### config.mk
export PLATFORM = sky130hd
export DESIGN_NAME = cafm_top
export DESIGN_NICKNAME = d
export VERILOG_FILES = /design/src/cafm_pkg.sv /design/src/cafm_bank_match.sv /design/src/cafm_top.sv
export VERILOG_INCLUDE_DIRS = /design/src /design/src/src
export SDC_FILE = /design/constraint.sdc
export NUM_CORES = 1
export LEC_CHECK = 0
export BUFFER_PORTS_ARGS = -buffer_cell sky130_fd_sc_hd__buf_2
export CAP_MARGIN = 20
export CELL_PAD_IN_SITES_DETAIL_PLACEMENT = 2
export CELL_PAD_IN_SITES_GLOBAL_PLACEMENT = 2
export CORE_MARGIN = 2
export CORE_UTILIZATION = 44
export CTS_BUF_LIST = sky130_fd_sc_hd__clkbuf_4
export CTS_CLUSTER_DIAMETER = 100
export DETAILED_ROUTE_END_ITERATION = 10
export PLACE_DENSITY = 0.94
export SYNTH_ARGS = -nofsm -noshare
export SYNTH_HDL_FRONTEND = slang
export SYNTH_SLANG_ARGS = --single-unit
### constraint.sdc
create_clock -name CLK_SYS -period 37.2 [get_ports CLK_SYS]
set_clock_uncertainty 0.2 [all_clocks]
set_input_delay 5.58 -clock CLK_SYS [delete_from_list [all_inputs] [get_ports CLK_SYS]]
set_output_delay 5.58 -clock CLK_SYS [all_outputs]
set_load 0.02 [all_outputs]
### src/cafm_params.svh
// Register indices, field positions and reset values of the acceptance filter block
`ifndef CAFM_PARAMS_SVH
`define CAFM_PARAMS_SVH

// Register indices; byte address is four times the index
`define CAFM_IDX_CTRL 6'h00
`define CAFM_IDX_INITACK 6'h01
`define CAFM_IDX_MODE 6'h02
`define CAFM_IDX_STAT 6'h03
`define CAFM_IDX_IRQMASK 6'h04
`define CAFM_IDX_HIT 6'h05
`define CAFM_IDX_TXGO 6'h06
`define CAFM_IDX_CODE1 6'h10
`define CAFM_IDX_IGN1 6'h14
`define CAFM_IDX_CODE2 6'h18
`define CAFM_IDX_IGN2 6'h1C
`define CAFM_IDX_IGN2_LAST 6'h1F
`define CAFM_IDX_RXBUF 6'h20
`define CAFM_IDX_TXBUF 6'h30

// Message buffer layout
`define CAFM_BUF_BYTES 16
`define CAFM_BUF_USED 13
`define CAFM_BUF_DLC 12
`define CAFM_BUF_PRIO 13
`define CAFM_BUF_TS_HI 14
`define CAFM_BUF_TS_LO 15

// Field positions
`define CAFM_CTRL_INIT_REQUEST 0
`define CAFM_CTRL_TIME 1
`define CAFM_STAT_RXF 0
`define CAFM_STAT_TXD 1
`define CAFM_STAT_OVR 2
`define CAFM_TXGO_BIT 0

// Reset values
`define CAFM_RST_CTRL 2'h0
`define CAFM_RST_BYTE 8'h00
`define CAFM_RST_STAT 3'h0
`define CAFM_RST_HIT 3'h0
`define CAFM_RST_TIMER 16'h0000

`endif

### src/cafm_pkg.sv
// Types shared by the acceptance filter block
package cafm_pkg;
  typedef enum logic [1:0] {
    CAFM_MODE_32,
    CAFM_MODE_16,
    CAFM_MODE_8,
    CAFM_MODE_CLOSED
  } cafm_mode_t;
endpackage : cafm_pkg

### src/cafm_bank_match.sv
// One filter bank: four code bytes and four ignore bytes against an identifier
`timescale 1ns/1ps
`default_nettype none
module cafm_bank_match (
  // Bank contents, byte 0 in bits 31:24
  input wire logic [31:0] code,
  input wire logic [31:0] ign,
  // Received identifier bytes, byte 0 in bits 31:24
  input wire logic [31:0] id,
  input wire cafm_pkg::cafm_mode_t mode,
  // Hits in bank order
  output logic [3:0] hits
);
  // Set ignore bits drop out, clear ones must agree
  function automatic logic agree(input logic [15:0] a, input logic [15:0] c,
                                 input logic [15:0] m);
    agree = ~|((a ^ c) & ~m);
  endfunction : agree

  always_comb
  begin
    hits = 4'h0;
    unique case (mode)
      cafm_pkg::CAFM_MODE_32:
      begin
        hits[0] = agree(id[31:16], code[31:16], ign[31:16])
                & agree(id[15:0], code[15:0], ign[15:0]);
      end
      cafm_pkg::CAFM_MODE_16:
      begin
        // Upper two identifier bytes carry ID plus RTR/SRR and IDE
        hits[0] = agree(id[31:16], code[31:16], ign[31:16]);
        hits[1] = agree(id[31:16], code[15:0], ign[15:0]);
      end
      cafm_pkg::CAFM_MODE_8:
      begin
        for (int k = 0; k < 4; k++)
        begin
          hits[k] = agree({8'h00, id[31:24]}, {8'h00, code[31-8*k -: 8]},
                          {8'h00, ign[31-8*k -: 8]});
        end
      end
      cafm_pkg::CAFM_MODE_CLOSED:
      begin
        hits = 4'h0;
      end
    endcase
  end
endmodule : cafm_bank_match
`default_nettype wire

### src/cafm_top.sv
// Acceptance filter, message buffers and APB register file of the CAN controller
// Notes on behaviour
// - A clear ignore bit demands the identifier bit equal the code bit for a match.
// - A set ignore bit removes that identifier bit from the comparison.
// - A filter matches only when every unignored identifier bit agrees with its code bit.
// - Second-bank ignore registers take writes only with init request and acknowledge set.
// - Each message buffer spans 16 bytes holding 13 bytes, same layout for receive and send.
// - Only the transmit buffer has a priority byte.
// - With time stamping on, a 16-bit timer value lands in the last two buffer bytes on success.
// - Time stamp bytes are written by hardware only; the CPU can only read them.
// - In 32-bit mode bank one forms filter 0 and bank two forms filter 1.
// - In 16-bit mode each bank gives two filters, bank one hits 0-1, bank two hits 2-3.
// - In 8-bit mode each bank gives four filters on the first byte, hits 0-3 and 4-7.
// - In closed mode nothing is stored and the receive full flag never sets.
//
// The APB interface to the registers was left to the implementer.
`include "cafm_params.svh"
`timescale 1ns/1ps
`default_nettype none
module cafm_top #(
  parameter int ADDR_W = 8
) (
  // Clock and reset
  input wire logic CLK_SYS,
  input wire logic SYS_RST,
  // APB slave
  input wire logic PSEL,
  input wire logic PENABLE,
  input wire logic PWRITE,
  input wire logic [ADDR_W-1:0] PADDR,
  input wire logic [31:0] PWDATA,
  output logic [31:0] PRDATA,
  output logic PREADY,
  output logic PSLVERR,
  // Received frame from the protocol engine, one-cycle strobe
  input wire logic RX_VALID,
  input wire logic [31:0] RX_ID,
  input wire logic [63:0] RX_DATA,
  input wire logic [3:0] RX_DLC,
  // Frame to send, held while TX_REQ is high
  output logic TX_REQ,
  output logic [31:0] TX_ID,
  output logic [63:0] TX_DATA,
  output logic [3:0] TX_DLC,
  output logic [7:0] TX_PRIO,
  input wire logic TX_DONE,
  // Interrupt
  output logic IRQ
);
  logic init_request;
  logic init_acknowledge;
  logic time_enable;
  cafm_pkg::cafm_mode_t mode;
  logic [2:0] status;
  logic [2:0] irq_mask;
  logic [2:0] hit_index;
  logic tx_req;
  logic [15:0] timer;
  logic [31:0] prdata;
  logic [7:0] acc_code [0:1][0:3];
  logic [7:0] ign_bits [0:1][0:3];
  logic [7:0] rx_foreground_buffer [0:`CAFM_BUF_BYTES-1];
  logic [7:0] tx_buf [0:`CAFM_BUF_BYTES-1];

  logic next_init_request;
  logic next_init_acknowledge;
  logic next_time_enable;
  cafm_pkg::cafm_mode_t next_mode;
  logic [2:0] next_status;
  logic [2:0] next_irq_mask;
  logic [2:0] next_hit_index;
  logic next_tx_req;
  logic [15:0] next_timer;
  logic [31:0] next_prdata;
  logic [7:0] next_acc_code [0:1][0:3];
  logic [7:0] next_ign_bits [0:1][0:3];
  logic [7:0] next_rx_buf [0:`CAFM_BUF_BYTES-1];
  logic [7:0] next_tx_buf [0:`CAFM_BUF_BYTES-1];

  logic [5:0] idx;
  logic addr_ok;
  logic wr;
  logic rd_setup;
  logic in_init;
  logic [3:0] hits1;
  logic [3:0] hits2;
  logic [7:0] hits;
  logic any_hit;
  logic [2:0] first_hit;
  logic accept;
  logic [7:0] wbyte;
  logic [7:0] rd_byte;

  assign idx = PADDR[7:2];
  assign wbyte = PWDATA[7:0];
  assign in_init = init_request & init_acknowledge;

  function automatic logic mapped(input logic [5:0] i);
    mapped = (i <= `CAFM_IDX_TXGO) || (i >= `CAFM_IDX_CODE1);
  endfunction : mapped

  function automatic logic [31:0] bytes4(input logic [7:0] b0, input logic [7:0] b1,
                                         input logic [7:0] b2, input logic [7:0] b3);
    bytes4 = {b0, b1, b2, b3};
  endfunction : bytes4

  assign addr_ok = (PADDR[1:0] == 2'b00) && mapped(idx);
  assign wr = PSEL & PENABLE & PWRITE & addr_ok;
  assign rd_setup = PSEL & ~PENABLE & ~PWRITE;

  // Zero wait states; read data is captured in the setup cycle
  assign PREADY = 1'b1;
  assign PSLVERR = PSEL & PENABLE & ~addr_ok;
  assign PRDATA = prdata;

  cafm_bank_match u_bank1 (
    .code(bytes4(acc_code[0][0], acc_code[0][1], acc_code[0][2], acc_code[0][3])),
    .ign(bytes4(ign_bits[0][0], ign_bits[0][1], ign_bits[0][2], ign_bits[0][3])),
    .id(RX_ID),
    .mode(mode),
    .hits(hits1)
  );

  cafm_bank_match u_bank2 (
    .code(bytes4(acc_code[1][0], acc_code[1][1], acc_code[1][2], acc_code[1][3])),
    .ign(bytes4(ign_bits[1][0], ign_bits[1][1], ign_bits[1][2], ign_bits[1][3])),
    .id(RX_ID),
    .mode(mode),
    .hits(hits2)
  );

  // Place bank hits at their filter numbers
  always_comb
  begin
    hits = 8'h00;
    unique case (mode)
      cafm_pkg::CAFM_MODE_32: hits = {6'h00, hits2[0], hits1[0]};
      cafm_pkg::CAFM_MODE_16: hits = {4'h0, hits2[1:0], hits1[1:0]};
      cafm_pkg::CAFM_MODE_8: hits = {hits2, hits1};
      cafm_pkg::CAFM_MODE_CLOSED: hits = 8'h00;
    endcase
  end

  // Lowest numbered filter wins when several match
  always_comb
  begin
    first_hit = 3'h0;
    for (int k = 7; k >= 0; k--)
    begin
      if (hits[k])
      begin
        first_hit = k[2:0];
      end
    end
  end

  assign any_hit = |hits;
  // Reception is frozen during initialisation so filters can change safely
  assign accept = RX_VALID & any_hit & ~init_acknowledge;

  // Register read decode
  always_comb
  begin
    rd_byte = 8'h00;
    if (idx >= `CAFM_IDX_TXBUF)
    begin
      rd_byte = tx_buf[idx[3:0]];
    end
    else if (idx >= `CAFM_IDX_RXBUF)
    begin
      rd_byte = rx_foreground_buffer[idx[3:0]];
    end
    else if (idx >= `CAFM_IDX_CODE1)
    begin
      // Reads of code and ignore bytes are allowed at any time
      rd_byte = idx[2] ? ign_bits[idx[3]][idx[1:0]] : acc_code[idx[3]][idx[1:0]];
    end
    else
    begin
      case (idx)
        `CAFM_IDX_CTRL: rd_byte = {6'h00, time_enable, init_request};
        `CAFM_IDX_INITACK: rd_byte = {7'h00, init_acknowledge};
        `CAFM_IDX_MODE: rd_byte = {6'h00, mode};
        `CAFM_IDX_STAT: rd_byte = {5'h00, status};
        `CAFM_IDX_IRQMASK: rd_byte = {5'h00, irq_mask};
        `CAFM_IDX_HIT: rd_byte = {5'h00, hit_index};
        `CAFM_IDX_TXGO: rd_byte = {7'h00, tx_req};
        default: rd_byte = 8'h00;
      endcase
    end
  end

  // Next state of the whole register file
  always_comb
  begin
    next_init_request = init_request;
    next_init_acknowledge = init_request;
    next_time_enable = time_enable;
    next_mode = mode;
    next_status = status;
    next_irq_mask = irq_mask;
    next_hit_index = hit_index;
    next_tx_req = tx_req;
    next_timer = timer + 16'h0001;
    // A refused read latches zero instead of whatever the index would decode to
    next_prdata = rd_setup ? {24'h000000, addr_ok ? rd_byte : 8'h00} : prdata;
    next_acc_code = acc_code;
    next_ign_bits = ign_bits;
    next_rx_buf = rx_foreground_buffer;
    next_tx_buf = tx_buf;

    if (wr)
    begin
      if (idx == `CAFM_IDX_CTRL)
      begin
        next_init_request = wbyte[`CAFM_CTRL_INIT_REQUEST];
        next_time_enable = wbyte[`CAFM_CTRL_TIME];
      end
      if (idx == `CAFM_IDX_MODE && in_init)
      begin
        next_mode = cafm_pkg::cafm_mode_t'(wbyte[1:0]);
      end
      if (idx == `CAFM_IDX_STAT)
      begin
        next_status = status & ~wbyte[2:0];
      end
      if (idx == `CAFM_IDX_IRQMASK)
      begin
        next_irq_mask = wbyte[2:0];
      end
      if (idx == `CAFM_IDX_TXGO && wbyte[`CAFM_TXGO_BIT])
      begin
        next_tx_req = 1'b1;
      end
      if (idx >= `CAFM_IDX_CODE1 && idx < `CAFM_IDX_RXBUF && in_init)
      begin
        if (idx[2])
        begin
          next_ign_bits[idx[3]][idx[1:0]] = wbyte;
        end
        else
        begin
          next_acc_code[idx[3]][idx[1:0]] = wbyte;
        end
      end
      // Send buffer is frozen while a request is pending; stamp bytes never take writes
      if (idx >= `CAFM_IDX_TXBUF && idx[3:0] < 4'(`CAFM_BUF_TS_HI) && !tx_req)
      begin
        next_tx_buf[idx[3:0]] = wbyte;
      end
    end

    if (TX_DONE && tx_req)
    begin
      next_tx_req = 1'b0;
      next_status[`CAFM_STAT_TXD] = 1'b1;
      if (time_enable)
      begin
        next_tx_buf[`CAFM_BUF_TS_HI] = timer[15:8];
        next_tx_buf[`CAFM_BUF_TS_LO] = timer[7:0];
      end
    end

    if (accept)
    begin
      // An unread buffer is kept; the new frame is dropped and flagged
      if (status[`CAFM_STAT_RXF])
      begin
        next_status[`CAFM_STAT_OVR] = 1'b1;
      end
      else
      begin
        for (int b = 0; b < 4; b++)
        begin
          next_rx_buf[b] = RX_ID[31-8*b -: 8];
        end
        for (int b = 0; b < 8; b++)
        begin
          next_rx_buf[4+b] = RX_DATA[63-8*b -: 8];
        end
        next_rx_buf[`CAFM_BUF_DLC] = {4'h0, RX_DLC};
        next_rx_buf[`CAFM_BUF_PRIO] = 8'h00;
        if (time_enable)
        begin
          next_rx_buf[`CAFM_BUF_TS_HI] = timer[15:8];
          next_rx_buf[`CAFM_BUF_TS_LO] = timer[7:0];
        end
        next_hit_index = first_hit;
        next_status[`CAFM_STAT_RXF] = 1'b1;
      end
    end
  end

  always_ff @(posedge CLK_SYS or posedge SYS_RST)
  begin
    if (SYS_RST)
    begin
      init_request <= 1'b0;
      init_acknowledge <= 1'b0;
      time_enable <= 1'b0;
      mode <= cafm_pkg::CAFM_MODE_32;
      status <= `CAFM_RST_STAT;
      irq_mask <= `CAFM_RST_STAT;
      hit_index <= `CAFM_RST_HIT;
      tx_req <= 1'b0;
      timer <= `CAFM_RST_TIMER;
      prdata <= 32'h00000000;
      for (int i = 0; i < 2; i++)
      begin
        for (int j = 0; j < 4; j++)
        begin
          acc_code[i][j] <= `CAFM_RST_BYTE;
          ign_bits[i][j] <= `CAFM_RST_BYTE;
        end
      end
      for (int i = 0; i < `CAFM_BUF_BYTES; i++)
      begin
        rx_foreground_buffer[i] <= `CAFM_RST_BYTE;
        tx_buf[i] <= `CAFM_RST_BYTE;
      end
    end
    else
    begin
      init_request <= next_init_request;
      init_acknowledge <= next_init_acknowledge;
      time_enable <= next_time_enable;
      mode <= next_mode;
      status <= next_status;
      irq_mask <= next_irq_mask;
      hit_index <= next_hit_index;
      tx_req <= next_tx_req;
      timer <= next_timer;
      prdata <= next_prdata;
      acc_code <= next_acc_code;
      ign_bits <= next_ign_bits;
      rx_foreground_buffer <= next_rx_buf;
      tx_buf <= next_tx_buf;
    end
  end

  // Send side sees the buffer straight from its flops
  assign TX_REQ = tx_req;
  assign TX_ID = bytes4(tx_buf[0], tx_buf[1], tx_buf[2], tx_buf[3]);
  assign TX_DATA = {bytes4(tx_buf[4], tx_buf[5], tx_buf[6], tx_buf[7]),
                    bytes4(tx_buf[8], tx_buf[9], tx_buf[10], tx_buf[11])};
  assign TX_DLC = tx_buf[`CAFM_BUF_DLC][3:0];
  assign TX_PRIO = tx_buf[`CAFM_BUF_PRIO];

  assign IRQ = |(status & irq_mask);
endmodule : cafm_top
`default_nettype wire

# [Yosys cells after proc, flatten, opt, wreduce, memory -nomap -nowiden]
# Cells that the tools add are included.
[classes] add_sub_neg=1 bitwise=63 n_mux=60 reduce_logical=59 n_eq_ne=9 n_lt_le_gt_ge=12
[op_table] operator="$and A16 B16 Y16" n=14
[op_table] operator="$mux W32" n=7
[op_table] operator="$reduce_or A16 Y1" n=14
[op_table] operator="$bwmux W128" n=1
[op_table] operator="$bwmux W64" n=2
[op_table] operator="$not A8 Y16" n=8
[op_table] operator="$mux W8" n=15
[op_table] operator="$xor A16 B16 Y16" n=6
[op_table] operator="$bmux W8 S4" n=2
[op_table] operator="$mux W16" n=4
[op_table] operator="$not A16 Y16" n=4
[op_table] operator="$xor A8 B8 Y8" n=8
[op_table] operator="$bmux W8 S2" n=2
[op_table] operator="$demux W32 S1" n=1
[op_table] operator="$demux W8 S4" n=1
[op_table] operator="$pmux W8 S4" n=1
[op_table] operator="$mux W3" n=10
[op_table] operator="$pmux W3 S7" n=1
[op_table] operator="$eq A6 B3 Y1 const B" n=3
[op_table] operator="$add A16 B1 Y16 const B" n=1
[op_table] operator="$demux W8 S2" n=1
[op_table] operator="$logic_not A1 Y1" n=15
[op_table] operator="$reduce_and A2 Y1" n=7
[op_table] operator="$eq A6 B2 Y1 const B" n=2
[op_table] operator="other kinds (31)" n=74
[totals] word_cells=262 regBits=411 out_inout_bits=144

# [Logic depth before layout (Yosys ltp)]
# Gate-level depths: netlist of run 1.
[logic_depth] ltp_word=15 depth_mapped=12 ltp_nobuf=10

# [By module]
# A second synthesis of run 1 with hierarchy kept.
[hier_totals] hier_cells=1752 area_unflattened_um2=22113.7
[modules_own_cells] mod="cafm_top" area_each_um2=20076.8 seq_area_each_um2=10284.9 n_inst=1 cells_each=1494
[modules_own_cells] mod="cafm_bank_match" area_each_um2=1018.5 seq_area_each_um2=0.0 n_inst=2 cells_each=129

# [Worst setup path after synthesis of run 1]
# No wires, ideal clock.
[synth_timing] path_type="input to output" startpoint="input PADDR[4]" endpoint="output PSLVERR" setup_slack_ps=24829 required_time_ps=31420 path_stages=4 path_buffers=1 t_arrival_ps=6591 path_cell_list="clkbuf_1 a31o_2 a211o_1 and3_1"
[synth_between] elab_chain_cells=5 elab_cells_between_ends=6
[synth_rtl] item="from (decl)" line="cafm_top.sv:30" text="input wire logic [ADDR_W-1:0] PADDR,"
[synth_rtl] item="$le A6 B3 Y1 (no line) / $ge A6 B5 Y1 (equally long branches)"
[synth_rtl] item="$logic_or A1 B1 Y1 *" line="cafm_top.sv:99" text="mapped = (i <= `CAFM_IDX_TXGO) || (i >= `CAFM_IDX_CODE1);"
[synth_rtl] item="$logic_and A1 B1 Y1 *" line="cafm_top.sv:107" text="assign addr_ok = (PADDR[1:0] == 2'b00) && mapped(idx);"
[synth_rtl] item="$not A1 Y1 *" line="cafm_top.sv:113" text="assign PSLVERR = PSEL & PENABLE & ~addr_ok;"
[synth_rtl] item="$and A1 B1 Y1 *" line="cafm_top.sv:113"
[synth_rtl] item="to (decl)" line="cafm_top.sv:34" text="output logic PSLVERR,"
# Every way passes the cells marked *; elsewhere a longest branch is shown, timed or not.

# [Worst setup path in the final report of run 1]
[layout_timing] startpoint="input PADDR[3]" endpoint="output PSLVERR"
# The elaborated chain is that of the path after synthesis.

==> summary.txt, run 1 <==
Power and ir drop
  – Total power: ~1 mW
  – Leakage: ~12 nW
  – PwrDens: 40.9 nW/µm²
  – VDD IR max: approximately 0.000029 V

Placed design
  – Gpl congestion: slightly below 1
  – Port Buffers: about 240
  – Dpl hpwl: approximately 60 mm
  – Area after DPL: 22600 µm²

Final layout
  – Share of cells above drive strength 1: between 40% and 50%
  – Multi-input logic area: 10100 µm²
  – Post-route design area: 24200 µm²
  – Most common cell after layout, fill and taps aside: dfrtp_1
  – Final nets: ~2000
  – Reg area: roughly 10000 µm²
  – FILL cells: ~4800
  – Most frequent cells in the layout: 411 x dfrtp_1, 317 x mux2_2, 238 x buf_2
  – Area grow syn2layout: 10.4%
  – Finished Core Util: approximately half

Worst setup path
  – Reg-to-Reg Start: mode[0]
  – Crit path DAT: roughly 7300 ps
  – Setup crit end: PSLVERR
  – Critical Path RT: ~31000 ps
  – Crit Path Max Fanout: 59
  – Endpoint class of the critical path: primary output
  – CP Launch Point: PADDR[3]
  – Crit start category: input port
  – Critical path class: in -> out
  – Worst flop-to-flop path endpoint: rx_foreground_buffer[54]
  – Reg2reg setup slack: roughly 32000 ps
  – Cells on worst reg2reg path: 12

Synth
  – Yosys top cell area share: 46.9%
  – Synth warn: 0
  – Unique cell type count in the Yosys netlist: between 60 and 70
  – Largest family of logic cells by synthesized area: multiplexers
  – XOR/XNOR Fraction of Synth Area: under 10%
  – Seq/Total Area, Yosys: 46.9%
  – Mapped Avg Cell Area: between 10 and 15 µm²
  – Most used flip-flop cell after synthesis: dfrtp_1
  – Mapped Cells: about 1700
  – Dominant cell type by area after synthesis: dfrtp_1
  – Mux cell area share after synthesis: between 20 and 30%
  – Synth Area in Compound Gates: about 6%
  – Post-Synth Adder-Cell Area: less than 1%
  – Post-synth ARST share: 100%
  – Yosys reg bits: between 400 and 500
  – Ranking of synthesized cells by area: dfrtp_1 47%, mux2_2 16%, mux4_2 7.8%
  – EDFF count, synth: 0
  – Cell Area, Synth: around 22000 µm²
  – Synth Area in Simple Gates: between 4 and 5%

STA
  – Fmax: 0.0762 GHz
  – Final period util: between 30% and 40%
  – Final setup violating endpoints: 0
  – Fin. Hold Viols: 0
  – RSZ-0062 raised after global routing: false
  – Min cycle time layout: between 10000 and 15000 ps
  – Relative slew margins: about a quarter
  – Worst-margin pin slew: 1110 ps
  – Worst hold margin: around 290 ps
  – Slew Limit Fails: 0
  – Final setup TNS: 0 ps

Routing
  – DR vias: roughly 17000
  – Drt total wl: approximately 97 mm
  – WL per Instance: 36.6 µm
  – Via/cell ratio: 6.40
  – 1st-iter DRT viols: 1497
  – DR pass1 iterations: 7
  – # DRC: 0
  – Final antenna-violating net count: 0

GRT
  – Pin count of the biggest net entering global routing: about 120
  – Total congestion overflow: 0
  – Vias in the first global route: roughly 19000
  – Global-route wire length before repair: around 140 mm
  – Antenna violations before repair: 15
  – Total global-route track usage: a little under two fifths

Job
  – Max-cap violation count: 0

Clock tree
  – Setup repair bufs after CTS: 0
  – Hold-fix buffers at CTS: 0
  – CTS tree: yes
  – Clock latency on the worst-skew pair: between 900 and 1000 ps
  – Clock Sinks: approximately 410
  – CTS HTree Levels: 3
  – Post-cts repair resize count: 0
  – Bufs on Longest Clock Path: 3
  – Clk slew on worst S/H paths: roughly 60 ps
  – Cts bufs inserted: roughly 110
  – Clk Tree Root Cell: clkbuf_4

Run status
  – Status: finished, final reports clean

Floorplan
  – IO Pins: roughly 290
  – Die ar.: 51700 µm²
  – Core area: slightly below 50000 µm²
  – Initial core utilization: 44.7%
  – Die Ht: approximately 230 µm
  – Row cnt: 81
  – Die width: 227 µm

Min path
  – Worst min path class: reg -> reg
[where the power goes]
group | switching [mW] | internal, mW | total [mW]
Sequential | 0.00212 | 0.448 | 0.451
Combinational | 0.0564 | 0.0222 | 0.0786
Clock | 0.227 | 0.234 | 0.461
[cell usage after synthesis (all sizes together), types with 6 or more instances]
cell type / number
nor2: 73
o22a: 6
o21ai: 37
clkbuf: 53
o211ai: 7
a22oi: 8
nor3: 15
mux2i: 34
a21oi: 28
nor2b: 7
buf: 191
nor4: 10
mux4: 76
nand4: 10
xnor2: 139
mux2: 384
nand3: 20
o22ai: 63
inv: 17
dfrtp: 411
nand2: 60
[flip-flops by register name (all words and copies together) (netlist names), 3 cells and up]
name / count
rx_foreground_buffer: 116
TX_DATA: 64
acc_code: 64
ign_bits: 64
TX_ID: 32
tx_buf: 20
timer: 16
PRDATA: 8
TX_PRIO: 8
TX_DLC: 4
hit_index: 3
irq_mask: 3
status: 3
[cells by family (layout without fill, tap and decap cells)]
group	after synthesis	in the layout
fa+ha+maj	4	4
compound gates	193	193
flops	411	411
other cells	2	36
buf+inv	261	475
mux	494	494
xor+xnor	142	142
simple gates	220	220
[critical path, stage by stage]
cell	delay, ps
buf_4	680
a31o_2	280
a211o_1	400
and3_1	230
buf_2	160
[worst min path at each step]
stage | slack, ps | from | to | depth (start not counted)
floorplan | 240 | init_request | init_acknowledge | 0
global placement | 260 | tx_buf[0] | tx_buf[0] | 2
detailed placement | 280 | rx_foreground_buffer[112] | rx_foreground_buffer[112] | 1
CTS | 290 | rx_foreground_buffer[112] | rx_foreground_buffer[112] | 1
global route | 310 | rx_foreground_buffer[69] | rx_foreground_buffer[69] | 1
finish | 290 | rx_foreground_buffer[112] | rx_foreground_buffer[112] | 1
[metal layers]
layer	vias up	share of wire (%)	track usage, %	routed length [µm]
met3	447	8.3	10.9	7990
met5	-	0.077	0	74
met4	12	6.9	23.7	6660
li1	6462	-	-	-
met1	8829	35	43.2	34200
met2	1144	49	63.3	47600
[per-stage QoR]
stage | std cells | setup slack, ps
floorplan | 1750 | 19980
global placement | 2424 | 24280
detailed placement | 2424 | 24220
CTS | 2625 | 24100
global route | 2636 | 24070
finish | 2639 | 24080
[cell type report]
type | count | share of cell area [%]
Antenna cell | 11 | 0.114
Clock buffer | 169 | 5.24
Timing Repair Buffer | 257 | 5.77
Clock inverter | 32 | 0.955
Sequential cell | 411 | 42.4
Multi-Input combinational cell | 1078 | 41.8
Tap cell | 664 | 3.43
Inverter | 17 | 0.294
No activity file was read; power rests on OpenSTA's default activity.
==> run 2: changes to the inputs <==
--- a/config.mk
+++ b/config.mk
@@ -6,16 +6,17 @@
 export SDC_FILE = /design/constraint.sdc
 export NUM_CORES = 1
 export LEC_CHECK = 0
+export ABC_AREA = 1
 export BUFFER_PORTS_ARGS = -buffer_cell sky130_fd_sc_hd__buf_2
 export CAP_MARGIN = 20
 export CELL_PAD_IN_SITES_DETAIL_PLACEMENT = 2
 export CELL_PAD_IN_SITES_GLOBAL_PLACEMENT = 2
 export CORE_MARGIN = 2
-export CORE_UTILIZATION = 44
+export CORE_UTILIZATION = 35
 export CTS_BUF_LIST = sky130_fd_sc_hd__clkbuf_4
 export CTS_CLUSTER_DIAMETER = 100
 export DETAILED_ROUTE_END_ITERATION = 10
-export PLACE_DENSITY = 0.94
+export PLACE_DENSITY = 0.88
 export SYNTH_ARGS = -nofsm -noshare
 export SYNTH_HDL_FRONTEND = slang
 export SYNTH_SLANG_ARGS = --single-unit
==> constraint.sdc (replaced) <==
create_clock -name CLK_SYS -period 13.7 [get_ports CLK_SYS]
set_clock_uncertainty 0.2 [all_clocks]
set_input_delay 2.055 -clock CLK_SYS [delete_from_list [all_inputs] [get_ports CLK_SYS]]
set_output_delay 2.055 -clock CLK_SYS [all_outputs]
set_load 0.02 [all_outputs]
==> summary.txt, run 2 <==
Final layout
  – Most common cell after layout, fill and taps aside: nand2_1
  – Final nets: 3032 (+50%)
  – Post-route design area: 23900 µm² (-1.4%)
  – Finished Core Util: 39.5% (-9.9 points)
  – Area grow syn2layout: 11.2%
  – Max reg flops: 116 (unchanged)
  – Share of cells above drive strength 1: 15.9% (-28 points)
  – Reg with most FFs: rx_foreground_buffer
  – Most frequent cells in the layout: 724 x nand2_1, 466 x o21ai_0, 411 x dfrtp_1

Routing
  – DR WL met3: 7.47 mm (-6.5%)
  – # DRC: 0 (unchanged)
  – Metal-1 WL: 42.0 mm (+23%)
  – DR vias: 21800 (+29%)
  – Via/cell ratio: 5.80 (-9.4%)
  – Drt total wl: 107 mm (+11%)
  – WL per Instance: 28.5 µm (-22%)
  – 1st-iter DRT viols: 1772 (+18%)
  – DR pass1 iterations: 5 (-2)
  – Max layer used: met5
  – Final antenna-violating net count: 0 (unchanged)
  – Metal2 WL: 50.6 mm (+6.3%)

STA
  – Final setup violating endpoints: 0 (unchanged)
  – Relative slew margins: 27.3% (+1.9 points)
  – Slew Limit Fails: 0 (unchanged)
  – Fmax: ~0.16 GHz
  – RSZ-0062 raised after global routing: false
  – Final setup TNS: 0 ps (unchanged)
  – Min cycle time layout: approximately 6300 ps
  – Worst-margin pin slew: 1090 ps (-15.1 ps)
  – Final period util: ~46%
  – Fin. Hold Viols: 0 (unchanged)

Power and ir drop
  – VDD IR max: 0.0000584 V (+100%)
  – Leakage: 11.7 nW (+0.27%)
  – PwrDens: 112 nW/µm² (+170%)

Synth
  – Ranking of synthesized cells by area: dfrtp_1 48%, nand2_1 13%, o21ai_0 11%
  – Yosys top cell area share: 47.9% (+1.0 points)
  – Dominant cell type by area after synthesis: dfrtp_1
  – Most common library cells after synthesis: 726 x nand2_1, 466 x o21ai_0, 411 x dfrtp_1
  – Unique cell type count in the Yosys netlist: 51 (-24%)
  – Synth warn: 0 (unchanged)
  – Most common cell in the synthesized netlist: nand2_1
  – Mapped Avg Cell Area: 7.82 µm² (-38%)
  – Post-synth ARST share: 100% (unchanged)
  – EDFF count, synth: 0 (unchanged)
  – Cell Area, Synth: 21500 µm² (-2.1%)
  – Mapped Cells: 2746 (+59%)
  – Seq/Total Area, Yosys: 47.9% (+1.0 points)
  – Yosys reg bits: 411 (unchanged)
  – Most used flip-flop cell after synthesis: dfrtp_1

Floorplan
  – Row cnt: 90 (+11%)
  – Die ar.: 63400 µm² (+23%)
  – Core area: 60500 µm² (+23%)
  – Die width: 252 µm (+11%)
  – Die Ht: 252 µm (+11%)
  – Initial core utilization: 35.5% (-9.2 points)
  – IO Pins: 291 (unchanged)

Worst setup path
  – Reg2reg setup slack: 8490 ps (-23610 ps)
  – Worst flop-to-flop path endpoint: rx_foreground_buffer[38]
  – Critical path class: in -> out
  – Reg-to-Reg Start: mode[0]
  – Critical Path RT: 11440 ps (-19980 ps)
  – Crit path DAT: 4080 ps (-3260 ps)
  – Cells on worst reg2reg path: 13 (+1)
  – Endpoint class of the critical path: primary output
  – Crit start category: input port
  – Crit Path Max Fanout: 19 (-68%)

GRT
  – Antenna violations before repair: 5 (-10)
  – Pin count of the biggest net entering global routing: 171 (+46%)
  – Total congestion overflow: 0 (unchanged)
  – Vias in the first global route: 24100 (+25%)
  – Total global-route track usage: 33.7% (-4.3 points)
  – Global-route wire length before repair: 160 mm (+14%)

Placed design
  – Area after DPL: 22400 µm² (-0.90%)
  – Dpl hpwl: 68.8 mm (+16%)
  – Port Buffers: 241 (unchanged)
  – Gpl congestion: 0.987 (+2.0%)

Clock tree
  – Bufs on Longest Clock Path: 3 (unchanged)
  – Cts bufs inserted: 111 (unchanged)
  – Setup repair bufs after CTS: 0 (unchanged)
  – CTS tree: yes
  – Clock latency on the worst-skew pair: 950 ps (+20 ps)
  – Clk Tree Root Cell: clkbuf_4
  – Clock Sinks: 411 (unchanged)
  – CTS HTree Levels: 3 (unchanged)
  – Clk slew on worst S/H paths: 70 ps (about the same)
  – Hold-fix buffers at CTS: 0 (unchanged)
  – Post-cts repair resize count: 0 (unchanged)

Min path
  – Hold path start: init_request
  – Hold EP: init_acknowledge
  – Worst min path class: reg -> reg
  – Hold depth: 0 (-1)

Run status
  – Status: finished, final reports clean

Job
  – Max-cap violation count: 0 (unchanged)
-- run 2: cell types whose count changed in the layout (fill, tap and decap cells not counted), moves of 91 or more --
cell     before  now
nand2_1      60  724
o21ai_0      36  466
mux2_2      317    0
inv_1        16  260
xnor2_1     139    3
nor2_1       57  148
-- run 2: how the worst max path moves through the flow --
stage,slack (ps),depth (start not counted),from,endpoint
after floorplan,9,1,SYS_RST,PRDATA[0]
after global placement,7490,8,PADDR[4],PSLVERR
after detailed placement,7340,18,RX_ID[24],rx_foreground_buffer[35]
after CTS,7410,8,PADDR[4],PSLVERR
after global routing,7310,8,PADDR[4],PSLVERR
final,7360,8,PADDR[4],PSLVERR
-- run 2: cells by family after synthesis --
family	after synthesis	share of synthesized area, %
DFF	411	47.9
and+or+nand+nor	1043	20.1
adders and majority gates	4	0.233
AOI/OAI and AO/OA	726	19.0
other	2	0.0350
xor gates and xnor gates	17	0.693
buffers and inverters	543	12.1
-- run 2: report_power, final --
part           total (mW)  switching, mW  leakage, nW  internal (mW)
Combinational       0.267          0.207         5.13         0.0602
Sequential           1.23        0.00822         5.71           1.22
Clock                1.18          0.612        0.846          0.568
-- run 2: metrics by stage --
| stage | hold WS, ps | cells | setup WS (ps) | total power, mW |
|---|---|---|---|---|
| 2_1_floorplan | 215 | 2769 | 8.71 | 1.39 |
| 3_3_place_gp | 237 | 3546 | 7490 | 1.49 |
| 3_5_place_dp | 252 | 3547 | 7340 | 1.50 |
| 4_1_cts | 290 | 3747 | 7410 | 2.69 |
| 5_1_grt | 316 | 3756 | 7310 | 2.77 |
| 6_report | 290 | 3758 | 7360 | 2.68 |
-- run 2: critical path: stages --
cell     delay (ps)
buf_2           250
nor2_2          820
inv_1           270
nand4_1         180
nand2_1         120
inv_2           140
nor2_1           70
buf_2           160
-- run 2: cell type report --
cell class                      count  area, µm²
Fill cell                        6985      36600
Sequential cell                   411      10300
Multi-Input combinational cell   1815       8700
Timing Repair Buffer              269       1450
Clock buffer                      164       1230
Inverter                          273       1030
Tap cell                          782        978
Clock inverter                     36        191
Antenna cell                        8       20.0
-- run 2: per-layer routing --
layer	vias to the layer above	global-route usage, %
li1	9239	-
met3	374	6.84
met2	1046	55.7
met4	2	19.8
met1	11100	40.8
met5	-	0
==> run 3: changes to the inputs <==
==> constraint.sdc (replaced) <==
create_clock -name CLK_SYS -period 6.1 [get_ports CLK_SYS]
set_clock_uncertainty 0.2 [all_clocks]
set_input_delay 0.915 -clock CLK_SYS [delete_from_list [all_inputs] [get_ports CLK_SYS]]
set_output_delay 0.915 -clock CLK_SYS [all_outputs]
set_load 0.02 [all_outputs]
==> summary.txt, run 3 (synthesis gave the netlist of run 2 again) <==
Run status
  – Status: finished, final reports clean

Placed design
  – Post-Place Cells: 3555 (+0.23%)
  – Port Buffers: 241 (unchanged)
  – Gpl congestion: 0.969 (-1.8%)
  – Area after DPL: 22500 µm² (+0.27%)
  – DP Worst Slack: 1310 ps (-6030 ps)
  – Dpl hpwl: 69.9 mm (+1.5%)

Clock tree
  – Cts bufs inserted: 114 (+2.7%)
  – CTS tree: yes
  – Bufs on Longest Clock Path: 3 (unchanged)
  – Clock Sinks: 411 (unchanged)
  – Clk slew on worst S/H paths: 80 ps (about the same)
  – Setup repair bufs after CTS: 0 (unchanged)
  – Clk Tree Root Cell: clkbuf_4
  – CTS HTree Levels: 3 (unchanged)
  – Clock latency on the worst-skew pair: 950 ps (about the same)

Final layout
  – Final non-filler cell total: 3768 (+0.27%)
  – Share of cells above drive strength 1: 16.2% (+0.29 points)
  – Max reg flops: 116 (unchanged)
  – Most common cell after layout, fill and taps aside: nand2_1
  – Final nets: 3042 (+0.33%)
  – Reg with most FFs: rx_foreground_buffer
  – FILL cells: 6925 (-0.86%)
  – Multi-input logic area: 8700 µm² (unchanged)
  – Area grow syn2layout: 11.7%
  – Reg area: 10300 µm² (unchanged)
  – Post-route design area: 24000 µm² (+0.42%)
  – Most frequent cells in the layout: 724 x nand2_1, 466 x o21ai_0, 411 x dfrtp_1
  – Finished Core Util: 39.7% (+0.17 points)

Power and ir drop
  – Total power: 6.05 mW (+130%)
  – Leakage: 11.7 nW (+0.47%)
  – VDD IR max: 0.000112 V (+93%)
  – PwrDens: 252 nW/µm² (+130%)

GRT
  – Total congestion overflow: 0 (unchanged)
  – Global-route wire length before repair: 156 mm (-2.3%)
  – Antenna violations before repair: 7 (+2)
  – Pin count of the biggest net entering global routing: 184 (+7.6%)
  – Vias in the first global route: 24100 (-0.046%)
  – Total global-route track usage: 32.9% (-0.80 points)

Job
  – Max-cap violation count: 0 (unchanged)

Floorplan
  – Die ar.: 63400 µm² (unchanged)
  – IO Pins: 291 (unchanged)
  – Row cnt: 90 (unchanged)
  – Die width: 252 µm (unchanged)
  – Core area: 60500 µm² (unchanged)
  – Die Ht: 252 µm (unchanged)
  – Initial core utilization: 35.5% (unchanged)

Routing
  – Drt total wl: 105 mm (-2.1%)
  – Final antenna-violating net count: 0 (unchanged)
  – WL per Instance: 27.9 µm (-2.3%)
  – DR vias: 21700 (-0.30%)
  – # DRC: 0 (unchanged)
  – DR pass1 iterations: 5 (unchanged)
  – 1st-iter DRT viols: 1773 (+0.056%)
  – Via/cell ratio: 5.77 (-0.57%)

STA
  – Final period util: between 60% and 70%
  – Fmax: approximately 0.23 GHz
  – Slew Limit Fails: 0 (unchanged)
  – Relative slew margins: 24.9% (-2.3 points)
  – Final worst setup slack: 1840 ps (-5530 ps)
  – Final setup TNS: 0 ps (unchanged)
  – RSZ-0062 raised after global routing: false
  – Worst-margin pin slew: 1130 ps (+35.0 ps)
  – Min cycle time layout: 4260 ps
  – Fin. Hold Viols: 0 (unchanged)
  – Final setup violating endpoints: 0 (unchanged)
  – Worst hold margin: 46.5 ps (-244 ps)

Worst setup path
  – Slowest stage cell, crit path: nor2_1
  – Max incr delay on CP: 580 ps (-240 ps)
  – Critical path class: reg -> reg
  – Crit Path Max Fanout: 113 (+94)
  – CP delay by family, top: simple AND/OR/NAND/NOR gates
  – Critical Path RT: 6690 ps (-4750 ps)
  – Crit start category: flip-flop
  – Worst-path cell chain: inv_1 -> ha_1 -> inv_1 -> nor2_1 -> nand2_1 -> nor3_1 -> nand4_1 -> nand2_1 -> nor2_1 -> nand3_1 -> nand3_4 -> buf_4 -> o21ai_0
  – Crit path DAT: 4850 ps (+770 ps)
  – Endpoint class of the critical path: flip-flop
  – Crit path buffers/inverters: 3 (-1)

Min path
  – Worst min path class: in -> reg
-- run 3: cell types whose count changed in the layout (fill, tap and decap cells not counted), moves of 2 or more --
cell      change
clkinv_1      -4
diode_2       +2
inv_6         -2
clkinv_2      +3
buf_6         -2
buf_4         +8
-- run 3: final cells by class --
type | count | area share (%)
clock buffers | 165 | 5.16
inverters | 273 | 4.30
diodes | 10 | 0.104
clock inverters | 36 | 0.965
repair buffers | 276 | 6.27
multi-input cells | 1815 | 36.3
flip-flops and latches | 411 | 42.9
well taps | 782 | 4.08
-- run 3: power breakdown --
group          switching (mW)  leakage (nW)  internal [mW]
Combinational           0.457          5.16          0.137
Sequential             0.0190          5.71           2.74
Clock                    1.37         0.871           1.33
Total                    1.84          11.7           4.21
-- run 3: path summary, 6_finish.rpt --
kind | start | to | slack, ps | cells after the start
max in group asynchronous | SYS_RST | TX_DATA[46] | 3700 | 4
max | mode[0] | rx_foreground_buffer[75] | 1840 | 13
min reg2reg | rx_foreground_buffer[109] | rx_foreground_buffer[109] | 290 | 2
min | RX_DATA[44] | rx_foreground_buffer[76] | 50 | 3
min in group asynchronous | SYS_RST | tx_buf[2] | 520 | 3
max reg2reg | mode[0] | rx_foreground_buffer[75] | 1840 | 13
-- run 3: layer usage --
layer | GRT usage, % | routed length, µm
met1 | 39.3 | 41300
met2 | 55.3 | 50600
met3 | 6.16 | 6650
met4 | 19.3 | 6450
met5 | 0 | 37
-- run 3: what timing repair did --
action,in CTS,in global routing
endpoints found under the hold margin,27,0
resized for setup,0,0
endpoints found under the setup margin,0,0
hold buffers,1,0
-- run 3: worst register-to-register path, cell delays in order, from the launching register on --
cell and delay, ps:
dfrtp_1 410, inv_1 130, ha_1 380, inv_1 180, nor2_1 580, nand2_1 170, nor3_1 220, nand4_1 240
nand2_1 190, nor2_1 80, nand3_1 240, nand3_4 120, buf_4 390, o21ai_0 570
